**src/inc/cmp_pkg.sv**
```systemverilog
`default_nettype none
package cmp_pkg;
  // Byte offsets of the AXI4-Lite register map.
  localparam logic [7:0] ctrl_off     = 8'h00;
  localparam logic [7:0] irq_stat_off = 8'h04;
  localparam logic [7:0] irq_clr_off  = 8'h08;
  localparam logic [7:0] irq_en_off   = 8'h0C;
  localparam logic [7:0] core_off     = 8'h10;
  localparam logic [7:0] mirror_off   = 8'h14;
  // Control register field positions.
  localparam int en_bit    = 7;
  localparam int res_bit   = 6;
  localparam int route_bit = 5;
  localparam int pol_bit   = 4;
  localparam int spd_bit   = 3;
  localparam int ref_bit   = 2;
  // Core control bit positions.
  localparam int irq_en_pos  = 0;
  localparam int per_en_pos  = 1;
  localparam int glob_en_pos = 2;
  localparam int sleep_pos   = 3;
  // Reset values.
  localparam logic [7:0] ctrl_rst = 8'h00;
  localparam logic [3:0] core_rst = 4'h0;
  localparam logic [1:0] irq_rst  = 2'h0;
  // Status bit positions: comparator flag and wake event.
  localparam int ev_flag = 0;
  localparam int ev_wake = 1;
  // Phase counter: four phases per instruction cycle.
  localparam logic [1:0] phase_q1 = 2'h0;
  localparam logic [1:0] phase_q2 = 2'h1;
  // Wake sequence states.
  typedef enum logic [2:0] {
    st_run   = 3'b001,
    st_sleep = 3'b010,
    st_post  = 3'b100
  } wake_st_t;
  // AXI response codes.
  localparam logic [1:0] resp_okay   = 2'h0;
  localparam logic [1:0] resp_slverr = 2'h2;
endpackage
`default_nettype wire

```
**src/logic/mismatch_det.sv**
```systemverilog
`default_nettype none
// Two-latch mismatch detector with edge-triggered flag pulse.
module mismatch_det
  import cmp_pkg::*;
(
  input  wire logic core_clk,     // System clock.
  input  wire logic srst,         // Synchronous reset.
  input  wire logic q1_tick,      // Sample strobe on phase Q1.
  input  wire logic read_tick,    // Control register read strobe.
  input  wire logic result,       // Polarity-adjusted result.
  output logic      mismatch,     // Mismatch level.
  output logic      mismatch_edge // One-cycle rising-edge pulse.
);
  logic read_latch_r;  // Value captured at the last read.
  logic q1_latch_r;    // Value captured every Q1.
  logic mis_d_r;       // Delayed mismatch for edge detect.

  // A read refreshes the read latch, clearing the mismatch.
  always_ff @(posedge core_clk) begin
    if (srst) begin
      read_latch_r <= 1'b0;
    end else if (read_tick) begin
      read_latch_r <= result;
    end
  end

  // Q1 latch follows the result once per instruction cycle.
  always_ff @(posedge core_clk) begin
    if (srst) begin
      q1_latch_r <= 1'b0;
    end else if (q1_tick) begin
      q1_latch_r <= result;
    end
  end

  assign mismatch = read_latch_r ^ q1_latch_r;

  // Edge, not level, makes the flag so a cleared flag stays clear.
  always_ff @(posedge core_clk) begin
    if (srst) begin
      mis_d_r <= 1'b0;
    end else begin
      mis_d_r <= mismatch;
    end
  end

  assign mismatch_edge = mismatch & ~mis_d_r;
endmodule
`default_nettype wire

```
**src/logic/cmp_ctrl.sv**
```systemverilog
// The register offsets and the AXI4-Lite register port are this design's own decisions.
`default_nettype none
// Control, interrupt and wake logic around one comparator.
module cmp_ctrl
  import cmp_pkg::*;
(
  input  wire logic        core_clk,    // System clock, 10 MHz.
  input  wire logic        srst,        // Synchronous active-high reset.
  input  wire logic [7:0]  s_awaddr,    // AXI write address.
  input  wire logic        s_awvalid,   // AXI write address valid.
  output logic             s_awready,   // AXI write address ready.
  input  wire logic [31:0] s_wdata,     // AXI write data.
  input  wire logic [3:0]  s_wstrb,     // AXI write strobes.
  input  wire logic        s_wvalid,    // AXI write data valid.
  output logic             s_wready,    // AXI write data ready.
  output logic [1:0]       s_bresp,     // AXI write response.
  output logic             s_bvalid,    // AXI write response valid.
  input  wire logic        s_bready,    // AXI write response ready.
  input  wire logic [7:0]  s_araddr,    // AXI read address.
  input  wire logic        s_arvalid,   // AXI read address valid.
  output logic             s_arready,   // AXI read address ready.
  output logic [31:0]      s_rdata,     // AXI read data.
  output logic [1:0]       s_rresp,     // AXI read response.
  output logic             s_rvalid,    // AXI read data valid.
  input  wire logic        s_rready,    // AXI read data ready.
  input  wire logic        cmp_raw,     // Raw analog comparator output.
  input  wire logic        pin_direction_bit, // Pin direction, 0 = output.
  output logic             cmp_power_on,      // Analog comparator powered.
  output logic             speed_power_select, // 1 normal, 0 low power.
  output logic             reference_select,   // 1 internal reference.
  output logic [1:0]       inverting_input_select, // Inverting pin code.
  output logic             vref_enable,  // Voltage reference powered.
  output logic             pin_out,      // Comparator pin level.
  output logic             pin_oe_n,     // Pin drive enable, low drives.
  output logic             wake_req,     // Core wake pulse.
  output logic             run_next_instr, // Execute post-sleep instruction.
  output logic             isr_vector,   // Go to service routine.
  output logic             irq           // Level interrupt.
);
  logic [7:0] comparator_control_reg; // Writable control bits.
  logic [3:0] core_ctrl_r;            // Enables and sleep request.
  logic [1:0] irq_stat_r;             // Sticky events.
  logic [1:0] irq_en_r;               // Event enables.
  logic       raw_s1_r;               // First synchroniser stage.
  logic       raw_s2_r;               // Second synchroniser stage.
  logic [1:0] phase_r;                // Instruction phase counter.
  logic       result;                 // Polarity-adjusted result.
  logic       mismatch;               // Mismatch level.
  logic       mismatch_edge;          // Mismatch rising edge.
  logic       read_tick;              // Control register read strobe.
  logic       q1_tick;                // Phase Q1 strobe.
  wake_st_t   st_r;                   // Wake sequence state.
  wake_st_t   st_nxt;                 // Next wake state.
  logic       aw_r;                   // Write address held.
  logic       w_r;                    // Write data held.
  logic [7:0] awaddr_r;               // Held write address.
  logic [31:0] wdata_r;               // Held write data.
  logic [3:0] wstrb_r;                // Held write strobes.
  logic       do_write;               // Both halves present.
  logic       do_read;                // Read address taken.
  logic [31:0] rd_mux;                // Read data selection.
  logic       rd_hit;                 // Read address mapped.
  logic       wr_hit;                 // Write address mapped.
  logic       comparator_irq_flag;    // Comparator flag view.

  // Decode whether an address is one of ours.
  function automatic logic addr_mapped(input logic [7:0] a);
    addr_mapped = (a == ctrl_off) || (a == irq_stat_off) || (a == irq_clr_off) ||
                  (a == irq_en_off) || (a == core_off) || (a == mirror_off);
  endfunction

  // Pin input crosses into our clock through two flip-flops.
  always_ff @(posedge core_clk) begin
    if (srst) begin
      raw_s1_r <= 1'b0;
      raw_s2_r <= 1'b0;
    end else begin
      raw_s1_r <= cmp_raw;
      raw_s2_r <= raw_s1_r;
    end
  end

  // Four-phase counter models the instruction cycle.
  always_ff @(posedge core_clk) begin
    if (srst) begin
      phase_r <= phase_q1;
    end else begin
      phase_r <= phase_r + 2'h1;
    end
  end

  assign q1_tick = (phase_r == phase_q1);

  // When off, polarity alone sets the result, so latches can be preset.
  assign result = (comparator_control_reg[en_bit] & raw_s2_r)
                  ^ comparator_control_reg[pol_bit];

  // Analog controls follow the register directly; sleep is not a term.
  assign cmp_power_on           = comparator_control_reg[en_bit];
  assign speed_power_select     = comparator_control_reg[spd_bit];
  assign reference_select       = comparator_control_reg[ref_bit];
  assign inverting_input_select = comparator_control_reg[1:0];
  assign vref_enable            = comparator_control_reg[en_bit] &
                                  comparator_control_reg[ref_bit];

  // Pin output needs route, enable and output direction together.
  always_ff @(posedge core_clk) begin
    if (srst) begin
      pin_out  <= 1'b0;
      pin_oe_n <= 1'b1;
    end else begin
      pin_out  <= result;
      pin_oe_n <= ~(comparator_control_reg[route_bit] &
                    comparator_control_reg[en_bit] & ~pin_direction_bit);
    end
  end

  // Any control access reads first; reads on Q1 load at the same edge
  // as the Q1 sample, so a change there can be swallowed.
  assign read_tick = ((do_read && s_araddr == ctrl_off) ||
                      (do_write && awaddr_r == ctrl_off));

  mismatch_det u_mis (
    .core_clk      (core_clk),
    .srst          (srst),
    .q1_tick       (q1_tick),
    .read_tick     (read_tick),
    .result        (result),
    .mismatch      (mismatch),
    .mismatch_edge (mismatch_edge)
  );

  // AXI write channels: each half is held until both are present.
  assign s_awready = ~aw_r & ~s_bvalid;
  assign s_wready  = ~w_r & ~s_bvalid;
  assign do_write  = aw_r & w_r;
  assign wr_hit    = addr_mapped(awaddr_r);

  always_ff @(posedge core_clk) begin
    if (srst) begin
      aw_r     <= 1'b0;
      w_r      <= 1'b0;
      awaddr_r <= 8'h00;
      wdata_r  <= 32'h0000_0000;
      wstrb_r  <= 4'h0;
    end else begin
      if (s_awvalid && s_awready) begin
        aw_r     <= 1'b1;
        awaddr_r <= s_awaddr;
      end else if (do_write) begin
        aw_r <= 1'b0;
      end
      if (s_wvalid && s_wready) begin
        w_r     <= 1'b1;
        wdata_r <= s_wdata;
        wstrb_r <= s_wstrb;
      end else if (do_write) begin
        w_r <= 1'b0;
      end
    end
  end

  // Write response follows the completed write.
  always_ff @(posedge core_clk) begin
    if (srst) begin
      s_bvalid <= 1'b0;
      s_bresp  <= resp_okay;
    end else if (do_write) begin
      s_bvalid <= 1'b1;
      s_bresp  <= wr_hit ? resp_okay : resp_slverr;
    end else if (s_bready) begin
      s_bvalid <= 1'b0;
    end
  end

  // Control register: result bit is never stored, it reads live.
  always_ff @(posedge core_clk) begin
    if (srst) begin
      comparator_control_reg <= ctrl_rst;
    end else if (do_write && awaddr_r == ctrl_off && wstrb_r[0]) begin
      comparator_control_reg <= {wdata_r[7], 1'b0, wdata_r[5:0]};
    end
  end

  // Core control: interrupt enables and the sleep request.
  // A write that lands in the wake cycle keeps its enables; only the
  // sleep request is dropped, because the core is awake from then on.
  always_ff @(posedge core_clk) begin
    if (srst) begin
      core_ctrl_r <= core_rst;
    end else begin
      if (do_write && awaddr_r == core_off && wstrb_r[0]) begin
        core_ctrl_r <= wdata_r[3:0];
      end
      if (wake_req) begin
        core_ctrl_r[sleep_pos] <= 1'b0;
      end
    end
  end

  // Event enables.
  always_ff @(posedge core_clk) begin
    if (srst) begin
      irq_en_r <= irq_rst;
    end else if (do_write && awaddr_r == irq_en_off && wstrb_r[0]) begin
      irq_en_r <= wdata_r[1:0];
    end
  end

  // Sticky events: a new event wins over a clear in the same cycle.
  always_ff @(posedge core_clk) begin
    if (srst) begin
      irq_stat_r <= irq_rst;
    end else begin
      for (int i = 0; i < 2; i++) begin
        if (i == ev_flag && mismatch_edge) begin
          irq_stat_r[i] <= 1'b1;
        end else if (i == ev_wake && wake_req) begin
          irq_stat_r[i] <= 1'b1;
        end else if (do_write && awaddr_r == irq_clr_off && wstrb_r[0] && wdata_r[i]) begin
          irq_stat_r[i] <= 1'b0;
        end
      end
    end
  end

  assign comparator_irq_flag = irq_stat_r[ev_flag];

  // Enabled comparator flag is the wake condition.
  logic wake_cond; // Flag with both interrupt enables set.
  assign wake_cond = comparator_irq_flag & core_ctrl_r[irq_en_pos] &
                     core_ctrl_r[per_en_pos];

  // Wake sequence: sleep, then one instruction, then maybe vector.
  always_comb begin
    st_nxt = st_r;
    case (st_r)
      st_run: begin
        if (core_ctrl_r[sleep_pos]) begin
          st_nxt = st_sleep;
        end
      end
      st_sleep: begin
        if (wake_cond) begin
          st_nxt = st_post;
        end
      end
      st_post: begin
        st_nxt = st_run;
      end
      default: begin
        st_nxt = st_run;
      end
    endcase
  end

  always_ff @(posedge core_clk) begin
    if (srst) begin
      st_r <= st_run;
    end else begin
      st_r <= st_nxt;
    end
  end

  assign wake_req       = (st_r == st_sleep) && (st_nxt == st_post);
  assign run_next_instr = (st_r == st_post);
  // Vectoring waits until the post-sleep instruction is done.
  assign isr_vector = (st_r == st_run) && wake_cond && core_ctrl_r[glob_en_pos];

  assign irq = |(irq_stat_r & irq_en_r);

  // Read data selection.
  always_comb begin
    rd_mux = 32'h0000_0000;
    case (s_araddr)
      ctrl_off: begin
        rd_mux[7:0] = comparator_control_reg;
        rd_mux[res_bit] = result;
      end
      irq_stat_off: begin
        rd_mux[1:0] = irq_stat_r;
      end
      irq_en_off: begin
        rd_mux[1:0] = irq_en_r;
      end
      core_off: begin
        rd_mux[3:0] = core_ctrl_r;
      end
      mirror_off: begin
        rd_mux[0] = result;
      end
      default: begin
        rd_mux = 32'h0000_0000;
      end
    endcase
  end

  assign rd_hit    = addr_mapped(s_araddr);
  assign s_arready = ~s_rvalid;
  assign do_read   = s_arvalid & s_arready;

  // Read answer registers one cycle after the address is taken.
  always_ff @(posedge core_clk) begin
    if (srst) begin
      s_rvalid <= 1'b0;
      s_rdata  <= 32'h0000_0000;
      s_rresp  <= resp_okay;
    end else if (do_read) begin
      s_rvalid <= 1'b1;
      s_rdata  <= rd_mux;
      s_rresp  <= rd_hit ? resp_okay : resp_slverr;
    end else if (s_rready) begin
      s_rvalid <= 1'b0;
    end
  end
endmodule
`default_nettype wire

```
**config.mk**
```make
export PLATFORM = sky130hd
export DESIGN_NAME = cmp_ctrl
export DESIGN_NICKNAME = d
export VERILOG_FILES = /design/src/inc/cmp_pkg.sv /design/src/logic/mismatch_det.sv /design/src/logic/cmp_ctrl.sv
export SDC_FILE = /design/constraint.sdc
export NUM_CORES = 1
export LEC_CHECK = 0
export BUFFER_PORTS_ARGS = -buffer_cell sky130_fd_sc_hd__buf_4
export CORE_ASPECT_RATIO = 0.6
export CORE_MARGIN = 8
export CORE_UTILIZATION = 50
export DETAILED_ROUTE_END_ITERATION = 7
export HOLD_SLACK_MARGIN = 0.03
export PLACE_DENSITY = 0.93
export SKIP_LAST_GASP = 1
export SYNTH_ARGS = -nofsm -noshare
export SYNTH_HDL_FRONTEND = slang
export SYNTH_SLANG_ARGS = --single-unit
```
**constraint.sdc**
```tcl
create_clock -name core_clk -period 2.9 [get_ports core_clk]
set_clock_uncertainty 0.15 [all_clocks]
set_input_delay 0.29 -clock core_clk [delete_from_list [all_inputs] [get_ports core_clk]]
set_output_delay 0.29 -clock core_clk [all_outputs]
set_load 0.005 [all_outputs]
```
# After elaboration in Yosys (flattened, before gate mapping)
# Cells that the tools add are included.
# Widths: inputs -> output; s select.
# word_totals
ff_bits	60
out_inout_bits	53
wordCells	119
# op_classes
addsub	1
eq_ne	14
n_mux	20
bitwise	21
n_reduce_logical	38
# op_table
operator	n
$eq 8x4->1 const B	4
$eq 8x5->1 const B	4
$eq 8x3->1 const B	2
$logic_and 1x1->1	16
$logic_not 8->1	2
$reduce_bool 2->1	6
$and 1x1->1	11
$logic_or 1x1->1	11
$mux 1	11
$not 1->1	7
$eq 3x3->1 const B	2
$mux 3	2
$pmux 3 s2	1
$pmux 1 s5	1
$mux 2	2
$mux 4	1
$pmux 1 s4	1
$pmux 2 s2	1
$reduce_or 2->1	2
$eq 3x1->1 const B	1
$eq 3x2->1 const B	1
$add 2x1->2 const B	1
$and 2x2->2	1
$logic_not 2->1	1
$xor 1x1->1	2

# Depth between registers and ports, before layout
# depth
word_depth	7
mapped_depth	5
ltp_nobuf	5

# By module
# Synthesis repeated with hierarchy kept, for this count alone.
# hier_totals
hier_cells	283
area_unflattened_um2	2511.2
# by_module_without_submodules
module	n_inst	cells_per_inst	area_each_um2
cmp_ctrl	1	272	2403.6
mismatch_det	1	11	107.6

# Least setup slack after synthesis
# No wires, ideal clock.
# synth_timing
kind	input-to-reg
start	input port s_araddr[5]
end	register u_mis.read_latch_r
setup_ps	121
arrival_time_ps	1438
required_ps	2629
slack_ps	1190
stages	4
cell_sequence	or3_1 nor4_4 a21oi_2 mux2_4
# synth_via
elab_chain_len	3
# synth_lines
item	line	text
start, declared	cmp_ctrl.sv:19	input wire logic [7:0] s_araddr,
$logic_not 8->1	cmp_ctrl.sv:120	assign read_tick = ((do_read && s_araddr == ctrl_off) ||
$logic_and 1x1->1	cmp_ctrl.sv:120	
$logic_or 1x1->1	cmp_ctrl.sv:120	
end signal, assigned	mismatch_det.sv:23	read_latch_r <= result;
end, declared	mismatch_det.sv:14	logic read_latch_r;
# No other way between the ends.
# A chain may end at the register's enable or synchronous reset.

# Worst setup path in the final report
# layout_timing
start	register awaddr_r[0]
end	register comparator_control_reg[2]
# layout_via
elab_chain_len	3
# layout_lines
item	line	text
start, declared	cmp_ctrl.sv:56	logic [7:0] awaddr_r;
start signal, assigned	cmp_ctrl.sv:149	awaddr_r <= s_awaddr;
$logic_not 8->1	cmp_ctrl.sv:180	end else if (do_write && awaddr_r == ctrl_off && wstrb_r[0]) begin
$logic_and 1x1->1 (2 in series)	cmp_ctrl.sv:180	
end signal, assigned	cmp_ctrl.sv:179	comparator_control_reg <= ctrl_rst;
end signal, assigned	cmp_ctrl.sv:181	comparator_control_reg <= {wdata_r[7], 1'b0, wdata_r[5:0]};
end, declared	cmp_ctrl.sv:40	logic [7:0] comparator_control_reg;
# No other way between the ends.

==> flow_summary.toml <==
[run_status]
status = "finished clean"

[timing]
rsz0062_at_grt = "false"
tightestPinTransition_ns = 0.6480
setup_viol = 0
fin_crit_ns = 2.078
setup_tns_ns = 0
slew_headroom_pct = 56.44
hold_violations = 0
drv_slew = 0
max_freq_mhz = 481.2
setup_ws_ns = 0.8220
fin_crit_sh_pct = 71.65

[layout]
area_delta_synth_final_pct = 24.04
layout_common_cells = "buf_4 (59), dfxtp_1 (57), nand2_1 (41), nor2_1 (33), conb_1 (26)"
diodes = 0
multiInputGateArea_mm2 = 0.001186
drive_above_1_share_pct = 23.78
top_regs = "awaddr_r: 8 flops, s_rdata: 8 flops"
final_cells = 415
nets = 406
layout_commonest_cell = "buf_4"
final_util_pct = 62.99
nFillCells = 407
register_area_mm2 = 0.001141

[global_route]
grt_start_max_net_pins = 60
grt.overflow.total = 0
antenna_found_initial = 0
grt_pass1_vias = 2058
grt_pass1_wl_mm = 9.949
grt_usage_pct = 16.56

[logic_synthesis]
synth_cells = 286
synth_seq_area_share_pct = 45.58
synthesis.area_mm2 = 0.002504
synth_largest_area_cell = "dfxtp_1"
yosysWarningCount = 0
synth_top_cells_by_area = "dfxtp_1 (46%), buf_4 (8.4%), nand2_1 (6.1%)"
synth.distinct_cells = 43
synth_edf_count = 0
synth-seq-cells = 57
async_reset_ff_share_pct = 0
synth_ff_type = "dfxtp_1"
synth_top_area_share_pct = 45.58
avgSynthCellArea_um2 = 8.754

[floorplanning]
start_util_pct = 50.79
core_mm2 = 0.004930
fp.dieH_um = 70.81
dieArea_mm2 = 0.007602
ios = 114
row_count = 20
fp.dieW_um = 107.4

[setup_path]
r2r_start = "awaddr_r[0]"
crit_path_start_kind = "flip-flop"
rr_endpoint = "comparator_control_reg[2]"
max_stage_delay_ns = 0.59
cp.depth = 4
crit_chain = "nor3_1 -> nand4_1 -> mux2i_1 -> nor2_1"
endpoint_kind = "flip-flop"
crit_family = "simple AND/OR/NAND/NOR gates"
cpMaxStageDelayCell = "nand4_1"
reg2reg_slack_ns = 0.82
worst-path-buf-inv = 0
ff2ff_path_depth = 4
startpoint = "awaddr_r[0]"
required_ns = 2.95
path_class = "reg -> reg"
critPathCapture = "comparator_control_reg[2]"
cp.arrival_ns = 2.12
crit_fanout = 7

[placed_design]
hpwl_mm = 4.513
gp_congestion = 0.7635
io_buffers = 59
dp_cells = 398
pre_cts_ws_ns = 0.8769

[clock_network]
cts_buffer_depth = 2
path_clk_slew_ns = 0.07
postCtsSetupRepairBufs = 0
numClockSinks = 57
clkLatencyLatePin_ns = 0.33
numCtsBuffers = 9
clockRootBuffer = "clkbuf_8"
cts_tree = "done"
htree_num_levels = 3

[power_and_ir_drop]
intPower_mw = 1.391
vdd_drop_max_mv = 0.2677
clockPowerShare_pct = 44.8
power_density_mw_per_mm2 = 584.4
seqPwrFrac_pct = 46.3
p_leak_nw = 1.408
pwr-share-comb_pct = 8.9
power.switching_mw = 0.4238
switching_share_pct = 23.35
p_total_mw = 1.815

[routing]
drt-vias-per-instance = 5.227
first_iter_violations = 183
drc = 0
vias = 2169
finalWirelength_mm = 6.363
wl_per_cell_um = 15.33
detail-route-antenna-nets = 0
drt_first_pass_iters = 4

[flow_run]
max-cap-violations = 0

[min_path]
whs_path_depth = 2
hp-class = "in -> reg"
## kinds of logic after synthesis
kind of cell	after synthesis	synth area share, %
adder cells (fa/ha/maj)	1	0.4997
other	1	0.1498
XOR/XNOR	1	0.3499
buffers and inverters	44	10.79
multiplexers	16	6.696
AO/OA/AOI/OAI	45	11.50
AND/OR/NAND/NOR	121	24.44
flip-flops	57	45.58
## worst register-to-register path: cells and delay by family, from the launching register on
family / cells / cell delay, ns
simple gates: 3 / 1.10
mux: 1 / 0.39
flops: 1 / 0.31
## power by group through the flow
stage	Combinational (mW)	Sequential [mW]	Clock, mW
3_3_place_gp	0.150	0.853	0
2_1_floorplan	0.116	0.849	0
5_1_grt	0.180	0.842	0.860
3_5_place_dp	0.156	0.856	0
6_report	0.162	0.840	0.813
4_1_cts	0.159	0.839	0.824
## timing repair
item,4_1_cts,5_1_grt
endpoints found under the hold margin,1,0
hold buffers,1,0
gates resized for setup,0,0
## metal layers
metal	global-route usage [%]	up-vias	share of wire [%]
li1	-	1035	-
met1	19.58	1023	41
met2	25.44	99	47
met3	7.162	12	11
met4	7.492	0	1.3
met5	0	-	0
## per-stage QoR
stage,instance area (µm²),hold slack [ns]
floorplan,2597,0.2302
global placement,2875,0.2429
detailed placement,2875,0.2536
CTS,3105,0.03301
global route,3105,0.03037
finish,3105,0.03741
## final cells by class
| class | count | area share (%) |
|---|---|---|
| Multi-Input combinational cell | 210 | 38.20 |
| Sequential cell | 57 | 36.74 |
| Timing Repair Buffer | 60 | 14.58 |
| Clock buffer | 11 | 4.553 |
| Tap cell | 66 | 2.659 |
| Clock inverter | 5 | 2.538 |
| Inverter | 6 | 0.7252 |
## worst min path at each step
stage                                    startpoint         end
final                                       cmp_raw    raw_s1_r
after global routing                        cmp_raw    raw_s1_r
after CTS                                   cmp_raw    raw_s1_r
after detailed placement                 phase_r[0]  phase_r[0]
after global placement    comparator_control_reg[5]    pin_oe_n
after floorplan           comparator_control_reg[5]    pin_oe_n
## cell usage after synthesis, drive strengths merged (2+ instances only)
cell type and instances:
dfxtp 57, nand2 41, nor2 33, buf 30
a21oi 25, mux2i 13, nand2b 10, clkbuf 8
and2 6, inv 6, nor2b 5, nand3b 4
nor3 4, a22oi 3, and3b 3, mux2 3
nand3 3, nand4 3, nor3b 3, a211oi 2
a311oi 2, a32oi 2, nor4 2, o21ai 2
or3 2
Note: power is estimated with default switching activity, not from simulation.
